<file path="src/core/privilege_mode_pkg.sv">
/*
  Shared types and constants for the operating-mode decode block:
  register offsets, field positions, reset values, mode and space enums.
  Assumes a single 125 MHz core clock and an AXI4-Lite register bus.
*/
package privilege_mode_pkg;

  // ----------------------------------------------------------------
  // Register map and bus constants
  // ----------------------------------------------------------------
  localparam int unsigned ADDR_W = 8;
  localparam logic [7:0] ADDR_STATUS_CTRL = 8'h00;
  localparam logic [7:0] ADDR_DEBUG_CTRL = 8'h04;
  localparam logic [7:0] ADDR_FP_ID = 8'h08;
  localparam logic [7:0] ADDR_MODE_VIEW = 8'h0c;
  localparam logic [1:0] RESP_OKAY = 2'h0;
  localparam logic [1:0] RESP_SLVERR = 2'h2;

  // ----------------------------------------------------------------
  // Field positions
  // ----------------------------------------------------------------
  localparam int unsigned ST_EXL = 0;
  localparam int unsigned ST_ERL = 1;
  localparam int unsigned ST_PRIV_LSB = 2;
  localparam int unsigned ST_KX = 4;
  localparam int unsigned ST_SX = 5;
  localparam int unsigned ST_UX = 6;
  localparam int unsigned ST_PX = 7;
  localparam int unsigned ST_FR = 8;
  localparam int unsigned ST_CU0 = 9;
  localparam int unsigned DBG_ACTIVE = 0;
  localparam int unsigned FPID_WIDE = 0;
  localparam int unsigned FPID_DTYPE = 1;
  localparam int unsigned MV_MODE_LSB = 0;
  localparam int unsigned MV_WIDE_INT = 2;
  localparam int unsigned MV_FP_WIDE = 3;
  localparam int unsigned MV_FP_REG64 = 4;
  localparam int unsigned MV_SYS_COP = 5;
  localparam int unsigned MV_KADDR = 6;
  localparam int unsigned MV_SADDR = 7;
  localparam int unsigned MV_UADDR = 8;

  // ----------------------------------------------------------------
  // Encodings and counts
  // ----------------------------------------------------------------
  localparam logic [1:0] PRIV_KERNEL = 2'h0;
  localparam logic [1:0] PRIV_SUPER = 2'h1;
  localparam logic [1:0] PRIV_USER = 2'h2;
  localparam int unsigned NUM_COPROC = 4;
  localparam int unsigned NUM_FLOAT_REGS = 32;

  typedef enum logic [1:0] {MODE_KERNEL, MODE_SUPER, MODE_USER, MODE_DEBUG} mode_t;
  typedef enum logic [1:0] {SPACE_KERNEL, SPACE_SUPER, SPACE_USER} space_t;

  // ----------------------------------------------------------------
  // Carriers
  // ----------------------------------------------------------------
  typedef struct packed {
    logic debug_active_bit;
    logic [1:0] privilege_level_field;
    logic exception_level_bit;
    logic error_level_bit;
    logic kernel_wide_addr_enable;
    logic super_wide_addr_enable;
    logic user_wide_addr_enable;
    logic wide_op_enable;
    logic fp_reg_width_bit;
    logic sys_coproc_usable;
  } mode_bits_t;

  typedef struct packed {
    mode_t mode;
    logic wide_int_en;
    logic fp_wide_en;
    logic fp_reg_64;
    logic sys_coproc_en;
    logic kernel_addr_en;
    logic super_addr_en;
    logic user_addr_en;
  } enables_t;

  typedef struct packed {
    logic ref_valid;
    space_t space;
    logic is_wide;
    logic is_store;
    logic tlb_miss;
    logic wide_int_op;
    logic fp_wide_op;
    logic cop_op;
    logic [1:0] cop_num;
  } ref_req_t;

  typedef struct packed {
    logic addr_error_load;
    logic addr_error_store;
    logic refill_compat;
    logic extended_refill;
    logic reserved_instr;
    logic cop_unusable;
  } fault_t;

  typedef struct packed {
    logic awvalid;
    logic [ADDR_W-1:0] awaddr;
    logic [2:0] awprot;
    logic wvalid;
    logic [31:0] wdata;
    logic [3:0] wstrb;
    logic bready;
    logic arvalid;
    logic [ADDR_W-1:0] araddr;
    logic [2:0] arprot;
    logic rready;
  } axil_m2s_t;

  typedef struct packed {
    logic awready;
    logic wready;
    logic bvalid;
    logic [1:0] bresp;
    logic arready;
    logic rvalid;
    logic [31:0] rdata;
    logic [1:0] rresp;
  } axil_s2m_t;

  localparam mode_bits_t BITS_RESET = '{
    debug_active_bit: 1'b0, privilege_level_field: PRIV_KERNEL,
    exception_level_bit: 1'b0, error_level_bit: 1'b1,
    kernel_wide_addr_enable: 1'b0, super_wide_addr_enable: 1'b0,
    user_wide_addr_enable: 1'b0, wide_op_enable: 1'b0,
    fp_reg_width_bit: 1'b0, sys_coproc_usable: 1'b0};

  localparam enables_t EN_RESET = '{
    mode: MODE_KERNEL, wide_int_en: 1'b1, fp_wide_en: 1'b0, fp_reg_64: 1'b0,
    sys_coproc_en: 1'b1, kernel_addr_en: 1'b0, super_addr_en: 1'b0,
    user_addr_en: 1'b0};

  // ----------------------------------------------------------------
  // Helpers
  // ----------------------------------------------------------------
  function automatic logic kernel_like(input mode_t m);
    kernel_like = (m == MODE_KERNEL) || (m == MODE_DEBUG);
  endfunction : kernel_like

  function automatic logic [31:0] strb_merge(input logic [31:0] old_v,
                                             input logic [31:0] new_v,
                                             input logic [3:0] strb);
    for (int i = 0; i < 4; i++)
    begin
      strb_merge[8*i +: 8] = strb[i] ? new_v[8*i +: 8] : old_v[8*i +: 8];
    end
  endfunction : strb_merge

endpackage : privilege_mode_pkg

</file>
<file path="src/core/mode_decode.sv">
/*
  Combinational decode of the operating mode and the derived enables.
  Assumes its inputs come from flip-flops on the core clock.
*/
`timescale 1ns/1ps
module mode_decode
  import privilege_mode_pkg::*;
#(
  parameter bit DEBUG_IMPL = 1'b1,
  parameter bit SUPER_IMPL = 1'b1,
  parameter bit RELEASE_TWO = 1'b1
)(
  input wire mode_bits_t bits_i, // Current control bits
  input wire logic fp_wide_capable_i, // Float unit is 64-bit capable
  input wire logic fp_datatype_i, // Float data type implemented
  output enables_t en_o // Decoded mode and enables
);

  always_comb
  begin
    en_o = EN_RESET;
    if (DEBUG_IMPL && bits_i.debug_active_bit)
    begin
      en_o.mode = MODE_DEBUG;
    end
    else if (bits_i.privilege_level_field == PRIV_KERNEL ||
             bits_i.exception_level_bit || bits_i.error_level_bit)
    begin
      en_o.mode = MODE_KERNEL;
    end
    else if (SUPER_IMPL && bits_i.privilege_level_field == PRIV_SUPER)
    begin
      en_o.mode = MODE_SUPER;
    end
    // user; unused codes fall here too, the least privileged choice
    else
    begin
      en_o.mode = MODE_USER;
    end
    en_o.wide_int_en = kernel_like(en_o.mode) || en_o.mode == MODE_SUPER ||
                       bits_i.wide_op_enable ||
                       (en_o.mode == MODE_USER && bits_i.user_wide_addr_enable);
    en_o.fp_wide_en = RELEASE_TWO ? (fp_wide_capable_i && fp_datatype_i)
                                  : en_o.wide_int_en;
    en_o.fp_reg_64 = bits_i.fp_reg_width_bit;
    en_o.sys_coproc_en = kernel_like(en_o.mode) || bits_i.sys_coproc_usable;
    en_o.kernel_addr_en = bits_i.kernel_wide_addr_enable;
    en_o.super_addr_en = bits_i.super_wide_addr_enable;
    en_o.user_addr_en = bits_i.user_wide_addr_enable;
  end

endmodule : mode_decode

</file>
<file path="src/core/fault_select.sv">
/*
  Combinational selection of address error, refill vector, reserved
  instruction and coprocessor unusable outcomes for one reference.
  Assumes the caller classifies the reference's space and width.
*/
`timescale 1ns/1ps
module fault_select
  import privilege_mode_pkg::*;
#(
  parameter logic [NUM_COPROC-1:0] COPROC_PRESENT = 4'h3
)(
  input wire enables_t en_i, // Registered enables
  input wire ref_req_t req_i, // Reference being checked
  output fault_t fault_o // Selected outcomes
);

  logic space_en;

  always_comb
  begin
    fault_o = '0;
    // enable taken from the target space
    unique case (req_i.space)
      SPACE_KERNEL: space_en = en_i.kernel_addr_en;
      SPACE_SUPER: space_en = en_i.super_addr_en;
      default: space_en = en_i.user_addr_en;
    endcase
    if (req_i.ref_valid)
    begin
      // load code for loads and fetches
      fault_o.addr_error_load = req_i.is_wide && !space_en && !req_i.is_store;
      fault_o.addr_error_store = req_i.is_wide && !space_en && req_i.is_store;
      // vector choice; an address error takes precedence
      if (req_i.tlb_miss && !(req_i.is_wide && !space_en))
      begin
        fault_o.extended_refill = space_en;
        fault_o.refill_compat = !space_en;
      end
    end
    fault_o.reserved_instr = (req_i.wide_int_op && !en_i.wide_int_en) ||
                             (req_i.fp_wide_op && !en_i.fp_wide_en);
    // absent units and guarded system unit
    fault_o.cop_unusable = req_i.cop_op && (!COPROC_PRESENT[req_i.cop_num] ||
                           (req_i.cop_num == 2'h0 && !en_i.sys_coproc_en));
  end

endmodule : fault_select

</file>
<file path="src/core/privilege_mode_decode.sv">
/*
  Operating-mode decode for the system coprocessor: holds the mode
  control bits, takes mode events from the core, derives the enables and
  selects exception outcomes. Registers sit behind an AXI4-Lite slave.
  Assumes all event inputs come from logic on the same clock.
*/
// Decided for this implementation: the AXI4-Lite slave port and the register addresses.

`timescale 1ns/1ps
module privilege_mode_decode
  import privilege_mode_pkg::*;
#(
  parameter bit DEBUG_IMPL = 1'b1,
  parameter bit SUPER_IMPL = 1'b1,
  parameter bit RELEASE_TWO = 1'b1,
  parameter bit FP_WIDE_CAPABLE = 1'b1,
  parameter bit FP_DATATYPE = 1'b1,
  parameter logic [NUM_COPROC-1:0] COPROC_PRESENT = 4'h3
)(
  input wire logic clk_i, // Core clock
  input wire logic arst_n_i, // Async reset, active low
  input wire axil_m2s_t axil_i, // Register bus, master side
  output axil_s2m_t axil_o, // Register bus, slave side
  input wire logic exc_entry_i, // Exception or interrupt taken
  input wire logic err_entry_i, // Error condition taken
  input wire logic exception_return_i, // Return from exception
  input wire logic debug_entry_i, // Debug entry
  input wire logic debug_return_i, // Debug return
  input wire ref_req_t req_i, // Reference and op to check
  output enables_t en_o, // Registered mode and enables
  output fault_t fault_o // Outcome for req_i
);

  // ----------------------------------------------------------------
  // State
  // ----------------------------------------------------------------
  typedef struct packed {
    mode_bits_t bits;
    enables_t en;
    logic aw_held;
    logic [ADDR_W-1:0] aw_addr;
    logic w_held;
    logic [31:0] w_data;
    logic [3:0] w_strb;
    logic bvalid;
    logic [1:0] bresp;
    logic rvalid;
    logic [31:0] rdata;
    logic [1:0] rresp;
  } state_t;

  localparam state_t STATE_RESET = '{
    bits: BITS_RESET, en: EN_RESET, aw_held: 1'b0, aw_addr: '0,
    w_held: 1'b0, w_data: '0, w_strb: '0, bvalid: 1'b0, bresp: RESP_OKAY,
    rvalid: 1'b0, rdata: '0, rresp: RESP_OKAY};

  state_t s_r;
  state_t s_nxt;
  enables_t en_dec;
  logic [31:0] status_img;
  logic [31:0] debug_img;
  logic [31:0] fpid_img;
  logic [31:0] view_img;

  // ----------------------------------------------------------------
  // Decode of the current bits
  // ----------------------------------------------------------------
  mode_decode #(
    .DEBUG_IMPL(DEBUG_IMPL),
    .SUPER_IMPL(SUPER_IMPL),
    .RELEASE_TWO(RELEASE_TWO)
  ) u_mode_decode (
    .bits_i(s_r.bits),
    .fp_wide_capable_i(FP_WIDE_CAPABLE),
    .fp_datatype_i(FP_DATATYPE),
    .en_o(en_dec)
  );

  fault_select #(
    .COPROC_PRESENT(COPROC_PRESENT)
  ) u_fault_select (
    .en_i(s_r.en),
    .req_i(req_i),
    .fault_o(fault_o)
  );

  assign en_o = s_r.en;

  // ----------------------------------------------------------------
  // Register images
  // ----------------------------------------------------------------
  always_comb
  begin
    status_img = '0;
    status_img[ST_EXL] = s_r.bits.exception_level_bit;
    status_img[ST_ERL] = s_r.bits.error_level_bit;
    status_img[ST_PRIV_LSB +: 2] = s_r.bits.privilege_level_field;
    status_img[ST_KX] = s_r.bits.kernel_wide_addr_enable;
    status_img[ST_SX] = s_r.bits.super_wide_addr_enable;
    status_img[ST_UX] = s_r.bits.user_wide_addr_enable;
    status_img[ST_PX] = s_r.bits.wide_op_enable;
    status_img[ST_FR] = s_r.bits.fp_reg_width_bit;
    status_img[ST_CU0] = s_r.bits.sys_coproc_usable;
    debug_img = '0;
    debug_img[DBG_ACTIVE] = s_r.bits.debug_active_bit;
    fpid_img = '0;
    fpid_img[FPID_WIDE] = FP_WIDE_CAPABLE;
    fpid_img[FPID_DTYPE] = FP_DATATYPE;
    view_img = '0;
    view_img[MV_MODE_LSB +: 2] = s_r.en.mode;
    view_img[MV_WIDE_INT] = s_r.en.wide_int_en;
    view_img[MV_FP_WIDE] = s_r.en.fp_wide_en;
    view_img[MV_FP_REG64] = s_r.en.fp_reg_64;
    view_img[MV_SYS_COP] = s_r.en.sys_coproc_en;
    view_img[MV_KADDR] = s_r.en.kernel_addr_en;
    view_img[MV_SADDR] = s_r.en.super_addr_en;
    view_img[MV_UADDR] = s_r.en.user_addr_en;
  end

  // ----------------------------------------------------------------
  // Bus handshakes
  // ----------------------------------------------------------------
  // A held half blocks its own write channel, and a pending response blocks both, until the response is taken
  always_comb
  begin
    axil_o.awready = !s_r.aw_held && !s_r.bvalid;
    axil_o.wready = !s_r.w_held && !s_r.bvalid;
    axil_o.bvalid = s_r.bvalid;
    axil_o.bresp = s_r.bresp;
    axil_o.arready = !s_r.rvalid;
    axil_o.rvalid = s_r.rvalid;
    axil_o.rdata = s_r.rdata;
    axil_o.rresp = s_r.rresp;
  end

  // ----------------------------------------------------------------
  // Next state
  // ----------------------------------------------------------------
  always_comb
  begin
    logic [31:0] wimg;
    wimg = '0;
    s_nxt = s_r;

    // enables follow the bits one cycle later
    s_nxt.en = en_dec;

    if (axil_i.awvalid && axil_o.awready)
    begin
      s_nxt.aw_held = 1'b1;
      s_nxt.aw_addr = axil_i.awaddr;
    end
    if (axil_i.wvalid && axil_o.wready)
    begin
      s_nxt.w_held = 1'b1;
      s_nxt.w_data = axil_i.wdata;
      s_nxt.w_strb = axil_i.wstrb;
    end
    if (s_r.bvalid && axil_i.bready)
    begin
      s_nxt.bvalid = 1'b0;
    end

    // Software write once both halves are in
    if (s_nxt.aw_held && s_nxt.w_held)
    begin
      s_nxt.aw_held = 1'b0;
      s_nxt.w_held = 1'b0;
      s_nxt.bvalid = 1'b1;
      s_nxt.bresp = RESP_OKAY;
      unique case (s_nxt.aw_addr)
        ADDR_STATUS_CTRL:
        begin
          wimg = strb_merge(status_img, s_nxt.w_data, s_nxt.w_strb);
          s_nxt.bits.exception_level_bit = wimg[ST_EXL];
          s_nxt.bits.error_level_bit = wimg[ST_ERL];
          s_nxt.bits.privilege_level_field = wimg[ST_PRIV_LSB +: 2];
          s_nxt.bits.kernel_wide_addr_enable = wimg[ST_KX];
          s_nxt.bits.super_wide_addr_enable = wimg[ST_SX];
          s_nxt.bits.user_wide_addr_enable = wimg[ST_UX];
          s_nxt.bits.wide_op_enable = wimg[ST_PX];
          s_nxt.bits.fp_reg_width_bit = wimg[ST_FR];
          s_nxt.bits.sys_coproc_usable = wimg[ST_CU0];
        end
        ADDR_DEBUG_CTRL:
        begin
          wimg = strb_merge(debug_img, s_nxt.w_data, s_nxt.w_strb);
          s_nxt.bits.debug_active_bit = wimg[DBG_ACTIVE] && DEBUG_IMPL;
        end
        // Identification and view registers are read only
        ADDR_FP_ID, ADDR_MODE_VIEW:
        begin
          s_nxt.bresp = RESP_OKAY;
        end
        default:
        begin
          s_nxt.bresp = RESP_SLVERR;
        end
      endcase
    end

    // return drops error level first, else exception level
    if (exception_return_i)
    begin
      if (s_r.bits.error_level_bit)
      begin
        s_nxt.bits.error_level_bit = 1'b0;
      end
      else
      begin
        s_nxt.bits.exception_level_bit = 1'b0;
      end
    end
    if (debug_return_i)
    begin
      s_nxt.bits.debug_active_bit = 1'b0;
    end

    // entry events win over any clear in the same cycle
    if (exc_entry_i)
    begin
      s_nxt.bits.exception_level_bit = 1'b1;
    end
    if (err_entry_i)
    begin
      s_nxt.bits.error_level_bit = 1'b1;
    end
    // debug bit only exists where debug is built
    if (debug_entry_i && DEBUG_IMPL)
    begin
      s_nxt.bits.debug_active_bit = 1'b1;
    end

    // Reads see state from before this edge
    if (s_r.rvalid && axil_i.rready)
    begin
      s_nxt.rvalid = 1'b0;
    end
    if (axil_i.arvalid && axil_o.arready)
    begin
      s_nxt.rvalid = 1'b1;
      s_nxt.rresp = RESP_OKAY;
      unique case (axil_i.araddr)
        ADDR_STATUS_CTRL: s_nxt.rdata = status_img;
        ADDR_DEBUG_CTRL: s_nxt.rdata = debug_img;
        ADDR_FP_ID: s_nxt.rdata = fpid_img;
        ADDR_MODE_VIEW: s_nxt.rdata = view_img;
        default:
        begin
          s_nxt.rdata = '0;
          s_nxt.rresp = RESP_SLVERR;
        end
      endcase
    end
  end

  // ----------------------------------------------------------------
  // State register
  // ----------------------------------------------------------------
  // reset lands in kernel through the error level bit
  always_ff @(posedge clk_i or negedge arst_n_i)
  begin
    if (!arst_n_i)
    begin
      s_r <= STATE_RESET;
    end
    else
    begin
      s_r <= s_nxt;
    end
  end

endmodule : privilege_mode_decode

</file>
<file path="config.mk">
export PLATFORM = sky130hd
export DESIGN_NAME = privilege_mode_decode
export DESIGN_NICKNAME = d
export VERILOG_FILES = /design/src/core/privilege_mode_pkg.sv /design/src/core/mode_decode.sv /design/src/core/fault_select.sv /design/src/core/privilege_mode_decode.sv
export SDC_FILE = /design/constraint.sdc
export NUM_CORES = 1
export LEC_CHECK = 0
export ABC_AREA = 1
export BUFFER_PORTS_ARGS = -buffer_cell sky130_fd_sc_hd__buf_2
export CORE_ASPECT_RATIO = 2
export CORE_MARGIN = 2
export CORE_UTILIZATION = 38
export DETAILED_ROUTE_END_ITERATION = 7
export PLACE_DENSITY = 0.66
export SLEW_MARGIN = 20
export SYNTH_ARGS = -nofsm -noshare
export SYNTH_HDL_FRONTEND = slang
export SYNTH_HIERARCHICAL = 1
export SYNTH_SLANG_ARGS = --single-unit
</file>
<file path="constraint.sdc">
create_clock -name clk_i -period 3.3 [get_ports clk_i]
set_clock_uncertainty 0.15 [all_clocks]
set_input_delay 0.825 -clock clk_i [delete_from_list [all_inputs] [get_ports clk_i]]
set_output_delay 0.825 -clock clk_i [all_outputs]
set_load 0.01 [all_outputs]
</file>
==> results of run 1 <==
[metal layers]
layer | vias to the layer above | routed length, µm | GRT usage [%]
met3 | 5 | 361 | 2.81
met2 | 88 | 3330 | 27.9
li1 | 1246 | - | -
met5 | - | 0 | 0
met1 | 1080 | 2190 | 14.8
met4 | 0 | 61 | 4.78
[cells by family (layout without fill, tap and decap cells)]
group	count (synthesis)	in the layout	share of synthesized area, %
adder cells (fa/ha/maj)	1	1	0.399
buffers and inverters	110	146	20.3
AO/OA/AOI/OAI	19	19	4.11
AND/OR/NAND/NOR	209	209	30.2
flip-flops	56	56	44.8
other	2	26	0.239
[sequential cells by signal, indices dropped and copies added, names as in the netlist]
signal / flops
debug_img: 1
en_o: 9
s_r: 32
axil_o: 14
[metrics by stage]
stage / utilization, % / total power, µW / std cells
after global placement: 41.9 / 1550 / 545
final: 43.7 / 2070 / 553
after CTS: 43.7 / 2110 / 553
after detailed placement: 41.9 / 1570 / 545
after global routing: 43.7 / 2250 / 553
after floorplan: - / 1450 / 421
[area by class of cell]
class                           count  area, µm²  share of cell area, %
Sequential cell                    56       1410                   40.2
Multi-Input combinational cell    255       1190                   34.0
Timing Repair Buffer               86        440                   12.6
Inverter                           52        195                   5.58
Clock buffer                        5        125                   3.58
Tap cell                           96        120                   3.43
Clock inverter                      3       23.8                  0.680
[placed cells by master (no fill, tap or decap), drive strengths merged]
cell type / n
a21oi: 3
a31oi: 1
and2: 8
buf: 86
clkbuf: 5
clkinv: 1
clkinvlp: 2
conb: 26
dfrtp: 53
dfstp: 3
ha: 1
inv: 52
nand2: 140
nand3: 13
nand3b: 6
nand4: 7
nor2: 28
nor3: 2
nor3b: 1
nor4: 1
o21a: 1
o21ai: 12
o21bai: 1
o22ai: 1
or2: 3
[where the power goes]
part | total [µW] | switching [µW] | leakage, µW | internal (µW)
sequential | 910 | 63.5 | 0.000701 | 847
clock | 528 | 245 | 0.0000660 | 283
combinational | 636 | 415 | 0.00124 | 221
total | 2070 | 723 | 0.00200 | 1350
[final timing paths]
| check | startpoint | to | slack, ps | cells past startpoint |
|---|---|---|---|---|
| hold / removal | s_r[97] | en_o[1] | 290 | 0 |
| hold reg to reg | s_r[97] | en_o[1] | 290 | 0 |
| setup reg to reg | axil_o[38] | s_r[99] | 1070 | 9 |
| setup / recovery | req_i[9] | fault_o[2] | 910 | 5 |
| max in group asynchronous | arst_n_i | s_r[96] | 1810 | 2 |
| min in group asynchronous | arst_n_i | s_r[75] | 380 | 1 |
==> results by group, run 1 <==
Run status
  – Status: finished clean

Timing
  – Relative slew slack: about three fifths
  – Crit share post-route: between 70% and 80%
  – Setup TNS: 0 ps
  – Fmax: around 420 MHz
  – Worst setup margin: around 910 ps
  – Worst slew pin tran: a little under 600 ps
  – Slew Viols, Final: 0
  – Count of final setup violators: 0
  – Final hold vios: 0
  – Post-route minimum period: approximately 2400 ps
  – RSZ-0062 raised after global routing: false
  – Final hold slack: approximately 290 ps

Yosys
  – Count of cell types in the netlist: 35
  – Synth top cells by count: nand2_1, buf_4, dfrtp_1, inv_1, nor2_1
  – Count leader, synth: nand2_1
  – Asr flop ratio synth: 100%
  – Register area share after synthesis: 44.8%
  – Synthesis-stage register bit count: 56
  – Cell area after synthesis: 0.00314 mm²
  – Top_reg_cell synth: dfrtp_1
  – Top cells by area, synth: dfrtp_1, nand2_1, buf_4
  – YS warnings: 6
  – Cell taking the most area after synthesis: dfrtp_1
  – Top cell type's share of synthesized area: between 40% and 50%
  – Syn Area/Cell: approximately 7.9 µm²
  – Post-synth EDFFs: 0
  – Post-Synthesis Cells: ~400

Floorplanning
  – Die Ht: 133 µm
  – Row cnt: 46
  – Initial Util: roughly two fifths
  – Io pins: about 140
  – Die footprint: roughly 0.009 mm²
  – Die X: 68.3 µm
  – Core Region: 0.00800 mm²

CTS
  – Num CTS Buffers: 5
  – Clock Pin Slew Worst Setup and Hold Paths: approximately 70 ps
  – Root Driver: clkbuf_16
  – CTS resizes: 0
  – Clock latency on the worst-skew pair: a little under 300 ps
  – CTS Buffer Depth: 2
  – # H-tree levels: 2
  – CTS sink count: 56
  – Setup Fix Bufs, Post-CTS: 0
  – TritonCTS clock tree: built
  – Post-CTS Hold Buffers: 0

Placement
  – IO buf count: 82
  – Gpl congestion: roughly 0.77
  – Worst Setup Slack post-DPL: between 800 and 900 ps
  – HPWL Detailed: 4860 µm
  – Area post-placement: approximately 0.0033 mm²

Detailed routing
  – DR WL/cell: about 11 µm
  – DR vias: 2419
  – Avg Vias per Cell: approximately 4.4
  – Final antenna-violating net count: 0
  – Detailed-route DRC error count: 0
  – Starting DRT DRC Count: 70
  – Drt total wl: 5940 µm
  – DRT Pass-1 Iters: 4

GRT
  – GR Overflow Total: 0
  – Largest net degree at the start of global routing: 32
  – Vias in the first global route: 2400
  – Antenna violations before repair: 0
  – Total global routing track utilization: 14.6%
  – First-pass GRT wire length: slightly above 10000 µm

Setup path
  – Critical-path top delay cell: buf_2
  – CP most frequent cell: buf_2
  – Crit path capture type: primary output
  – Crit-path cells: buf_2, nor2_1, nand2_1, a31oi_1, buf_2
  – Critical Path RT: around 2300 ps
  – WP buf/inv: 2
  – CP max stage delay: about 150 ps
  – CP arrival: 1420 ps
  – Critical Path Source Type: input pin
  – CP Max Fanout: 3
  – Delay-heaviest family, CP: buffers and inverters
  – Crit Path Class: input pin to primary output

Cells and area
  – Cell area after layout: approximately 0.0035 mm²
  – # nets final: roughly 540
  – Filler cells: 817
  – Area grow syn2layout: 11.4%
  – Number of diodes: 0
  – Share of cells above drive strength 1: between 20% and 30%

Power and ir drop
  – Pwr/cell area: 593 mW/mm²
  – Peak supply drop: about 450 µV
  – P_leak: roughly 0.002 µW

Flow run
  – Max-Cap Viols: 0

Min path
  – Min-Delay Path Class: flop to flop
No activity file was read; power rests on OpenSTA's default activity.
==> inputs of run 2 (changes only) <==
Settings changed: ABC_AREA 1 to 0, PLACE_DENSITY 0.66 to 0.7.
Clock period 3.3 ns to 2 ns, I/O delays scaled along.
==> run 2 against run 1 <==
The flow now finishes with violations (setup timing). Area after synthesis down 9.4%. First-iteration DRC count decreased by 2.9%. Clock-buffer cell count is 2 higher. Critical path depth rose by 3. Highest routed layer unchanged. Final cell count shrank 23%. Utilization up 4.5 points. Largest power group unchanged. Critical path type is now flop to flop. Worst setup slack worse by 1000 ps. Non-clock buffer count is 20 higher. Power is 73% higher. Routed wire length decreased by 4.6%.
==> results by group, run 2 <==
Cells and area
  – Multi-input gate area: 0.00118 mm² (was 0.00119 mm²)
  – Post-route insts no fill: 424 (was 553)
  – Number of diodes: 0 (unchanged)
  – Commonest non-fill, non-tap cell in the layout: buf_2 (was nand2_1)
  – Cell area after layout: 0.00350 mm² (about the same)
  – # nets final: 413 (was 538)
  – Storage cell area: 0.00141 mm² (unchanged)
  – Area grow syn2layout: 23.2% (was 11.4%)
  – Filler cells: 687 (was 817)
  – Max reg flops: 32 (unchanged)
  – Share of cells above drive strength 1: 48.5% (was 26.9%)
  – Top reg by flops: s_r (unchanged)
  – Most frequent cells in the layout: buf_2, dfrtp_1, conb_1 (was nand2_1, buf_2, dfrtp_1)

Setup path
  – Worst R2R Path Depth: 8 (was 9)
  – Reg-to-Reg End: s_r[94] (was s_r[99])
  – Critical-path top delay cell: dfrtp_1 (was buf_2)
  – R2R Path Start: s_r[81] (was axil_o[38])
  – Crit-path cells: nor4_2, buf_4, buf_6, nand3b_1, buf_4, a21oi_2, and3_4, mux2_4 (was buf_2, nor2_1, nand2_1, a31oi_1, buf_2)
  – CP Max Fanout: 2 (was 3)
  – Crit Path Class: flop to flop (was input pin to primary output)
  – Critical Path RT: 2030 ps (was 2320 ps)
  – Delay-heaviest family, CP: simple AND/OR/NAND/NOR gates (was buffers and inverters)
  – R2R setup slack: -110 ps (was 1070 ps)
  – CP arrival: 2140 ps (was 1420 ps)
  – Critical Path Source Type: flop (was input pin)
  – CP most frequent cell: buf_4 (was buf_2)
  – Crit path capture type: flop (was primary output)
  – CP max stage delay: 390 ps (was 150 ps)
  – WP buf/inv: 3 (was 2)

Flow run
  – Max-Cap Viols: 0 (unchanged)

Yosys
  – Syn Area/Cell: 11.3 µm² (was 7.90 µm²)
  – Largest family of logic cells by synthesized area: buffers and inverters (was simple AND/OR/NAND/NOR gates)
  – Top_reg_cell synth: dfrtp_1 (unchanged)
  – Asr flop ratio synth: 100% (unchanged)
  – Synthesis-stage register bit count: 56 (unchanged)
  – XOR/XNOR Fraction of Synth Area: 0% (unchanged)
  – Count of cell types in the netlist: 45 (was 35)
  – Multiplexer area fraction after synthesis: 12.9% (was 0%)
  – YS warnings: 6 (unchanged)
  – Post-synth EDFFs: 0 (unchanged)
  – Post-Synthesis Cells: 251 (was 397)
  – Top cells by area, synth: dfrtp_1, buf_4, mux2_2 (was dfrtp_1, nand2_1, buf_4)
  – Compound-cell area share of the yosys netlist: 10.7% (was 4.11%)
  – Cell taking the most area after synthesis: dfrtp_1 (unchanged)
  – Cell area after synthesis: 0.00284 mm² (was 0.00314 mm²)
  – Synth top cells by count: dfrtp_1, buf_4, mux2_2, nand2_1, o31ai_1 (was nand2_1, buf_4, dfrtp_1, inv_1, nor2_1)
  – Simple-gate share of the synthesized area: 11.0% (was 30.2%)
  – Count leader, synth: dfrtp_1 (was nand2_1)
  – Post-Synth Adder-Cell Area: 0.440% (was 0.399%)
  – Top cell type's share of synthesized area: 46.7% (was 42.3%)
  – Register area share after synthesis: 49.4% (was 44.8%)

CTS
  – Root Driver: clkbuf_16 (unchanged)
  – CTS Buffer Depth: 2 (unchanged)
  – # H-tree levels: 2 (unchanged)
  – CTS sink count: 56 (unchanged)
  – TritonCTS clock tree: built (unchanged)
  – Clock Pin Slew Worst Setup and Hold Paths: 70 ps (about the same)
  – Post-CTS Hold Buffers: 0 (unchanged)
  – Clock latency on the worst-skew pair: 290 ps (about the same)
  – Num CTS Buffers: 5 (unchanged)

Timing
  – Post-route minimum period: roughly 2100 ps
  – Crit share post-route: 106%
  – Fmax: ~470 MHz
  – Final hold slack: 42.3 ps (was 288 ps)
  – RSZ-0062 raised after global routing: true (was false)
  – Count of final setup violators: 7 (was 0)
  – Setup TNS: -456 ps (was 0 ps)
  – Final hold vios: 0 (unchanged)
  – Slew Viols, Final: 0 (unchanged)
  – Worst setup margin: -111 ps (was 907 ps)

Placement
  – Placed cells: 411 (was 545)
  – Area post-placement: 0.00323 mm² (was 0.00335 mm²)
  – Gpl congestion: 0.759 (was 0.771)
  – HPWL Detailed: 4320 µm (was 4860 µm)
  – IO buf count: 82 (unchanged)

Detailed routing
  – Drt total wl: 5670 µm (was 5940 µm)
  – DRT Pass-1 Iters: 4 (unchanged)
  – Starting DRT DRC Count: 68 (was 70)
  – DR vias: 2007 (was 2419)
  – Detailed-route DRC error count: 0 (unchanged)
  – Final antenna-violating net count: 0 (unchanged)
  – Avg Vias per Cell: 4.73 (was 4.37)
  – DR WL/cell: 13.4 µm (was 10.7 µm)

Floorplanning
  – Core Region: 0.00727 mm² (was 0.00800 mm²)
  – Row cnt: 44 (was 46)
  – Die footprint: 0.00823 mm² (was 0.00904 mm²)
  – Die Ht: 126 µm (was 133 µm)
  – Initial Util: 39.1% (was 39.2%)
  – Io pins: 137 (unchanged)
  – Die X: 65.2 µm (was 68.3 µm)

GRT
  – GR Overflow Total: 0 (unchanged)
  – Met1 Use GR: 14.0% (was 14.8%)
  – First-pass GRT wire length: 8950 µm (was 10300 µm)
  – Largest net degree at the start of global routing: 57 (was 32)
  – Most Crowded Layer GR: met2 (unchanged)
  – Total global routing track utilization: 14.1% (was 14.6%)
  – Antenna violations before repair: 0 (unchanged)
  – GR Util met3: 2.57% (was 2.81%)
  – Met2 Use GR: 26.5% (was 27.9%)
  – Vias in the first global route: 1986 (was 2400)

Run status
  – Status: complete, but fails checks (was finished clean)
  – Violated checks: setup timing

Power and ir drop
  – P_leak: 0.00168 µW (was 0.00200 µW)
  – Pwr/cell area: 1030 mW/mm² (was 593 mW/mm²)
  – Peak supply drop: 792 µV (was 453 µV)
  – Power, Total: 3590 µW (was 2070 µW)

Min path
  – Min-Delay Path Class: input pin to async pin (was flop to flop)
run 2: final cells by class:
class                      instances  share of cell area (%)
clock buffer                       7                    4.07
timing repair buffer             106                    17.8
sequential                        56                    40.1
multi-input combinational        155                    33.7
inverter                           7                   0.751
clock inverter                     1                   0.214
tap                               92                    3.29
run 2: cell families (layout without fill, tap and decap cells):
logic type / count (synthesis) / after routing
adder cells (fa/ha/maj): 1 / 1
flip-flops: 56 / 56
buffers and inverters: 64 / 121
multiplexers: 33 / 33
other: 2 / 26
AO/OA/AOI/OAI: 40 / 40
AND/OR/NAND/NOR: 55 / 55
run 2: per-layer routing:
| metal | wire [µm] | vias to the layer above |
|---|---|---|
| met2 | 3200 | 75 |
| met1 | 1950 | 965 |
| met5 | 0 | - |
| li1 | - | 954 |
| met4 | 192 | 0 |
| met3 | 324 | 13 |
run 2: how the worst max path moves through the flow:
| stage | start | to | cells past startpoint |
|---|---|---|---|
| 3_3_place_gp | axil_i[62] | s_r[93] | 6 |
| 6_report | s_r[81] | s_r[94] | 8 |
| 5_1_grt | axil_o[38] | debug_img[0] | 6 |
| 3_5_place_dp | axil_i[62] | s_r[94] | 6 |
| 2_1_floorplan | axil_i[54] | s_r[99] | 5 |
| 4_1_cts | axil_o[38] | s_r[99] | 6 |
run 2: stage by stage:
stage / utilization (%) / worst slack (ps)
after CTS: 47.2 / -100
after global placement: 44.4 / -296
final: 48.2 / -111
after floorplan: - / -75.8
after detailed placement: 44.4 / -326
after global routing: 48.2 / -238
run 2: repair_timing:
action / CTS / global route
endpoints found under the hold margin: 0 / 0
pin swaps: 6 / 5
setup buffers: 3 / 2
setup endpoints to repair: 13 / 15
gates resized for setup: 6 / 13
run 2: report_power, final:
part,internal [µW],switching [µW]
clock,499,376
combinational,590,527
sequential,1430,170
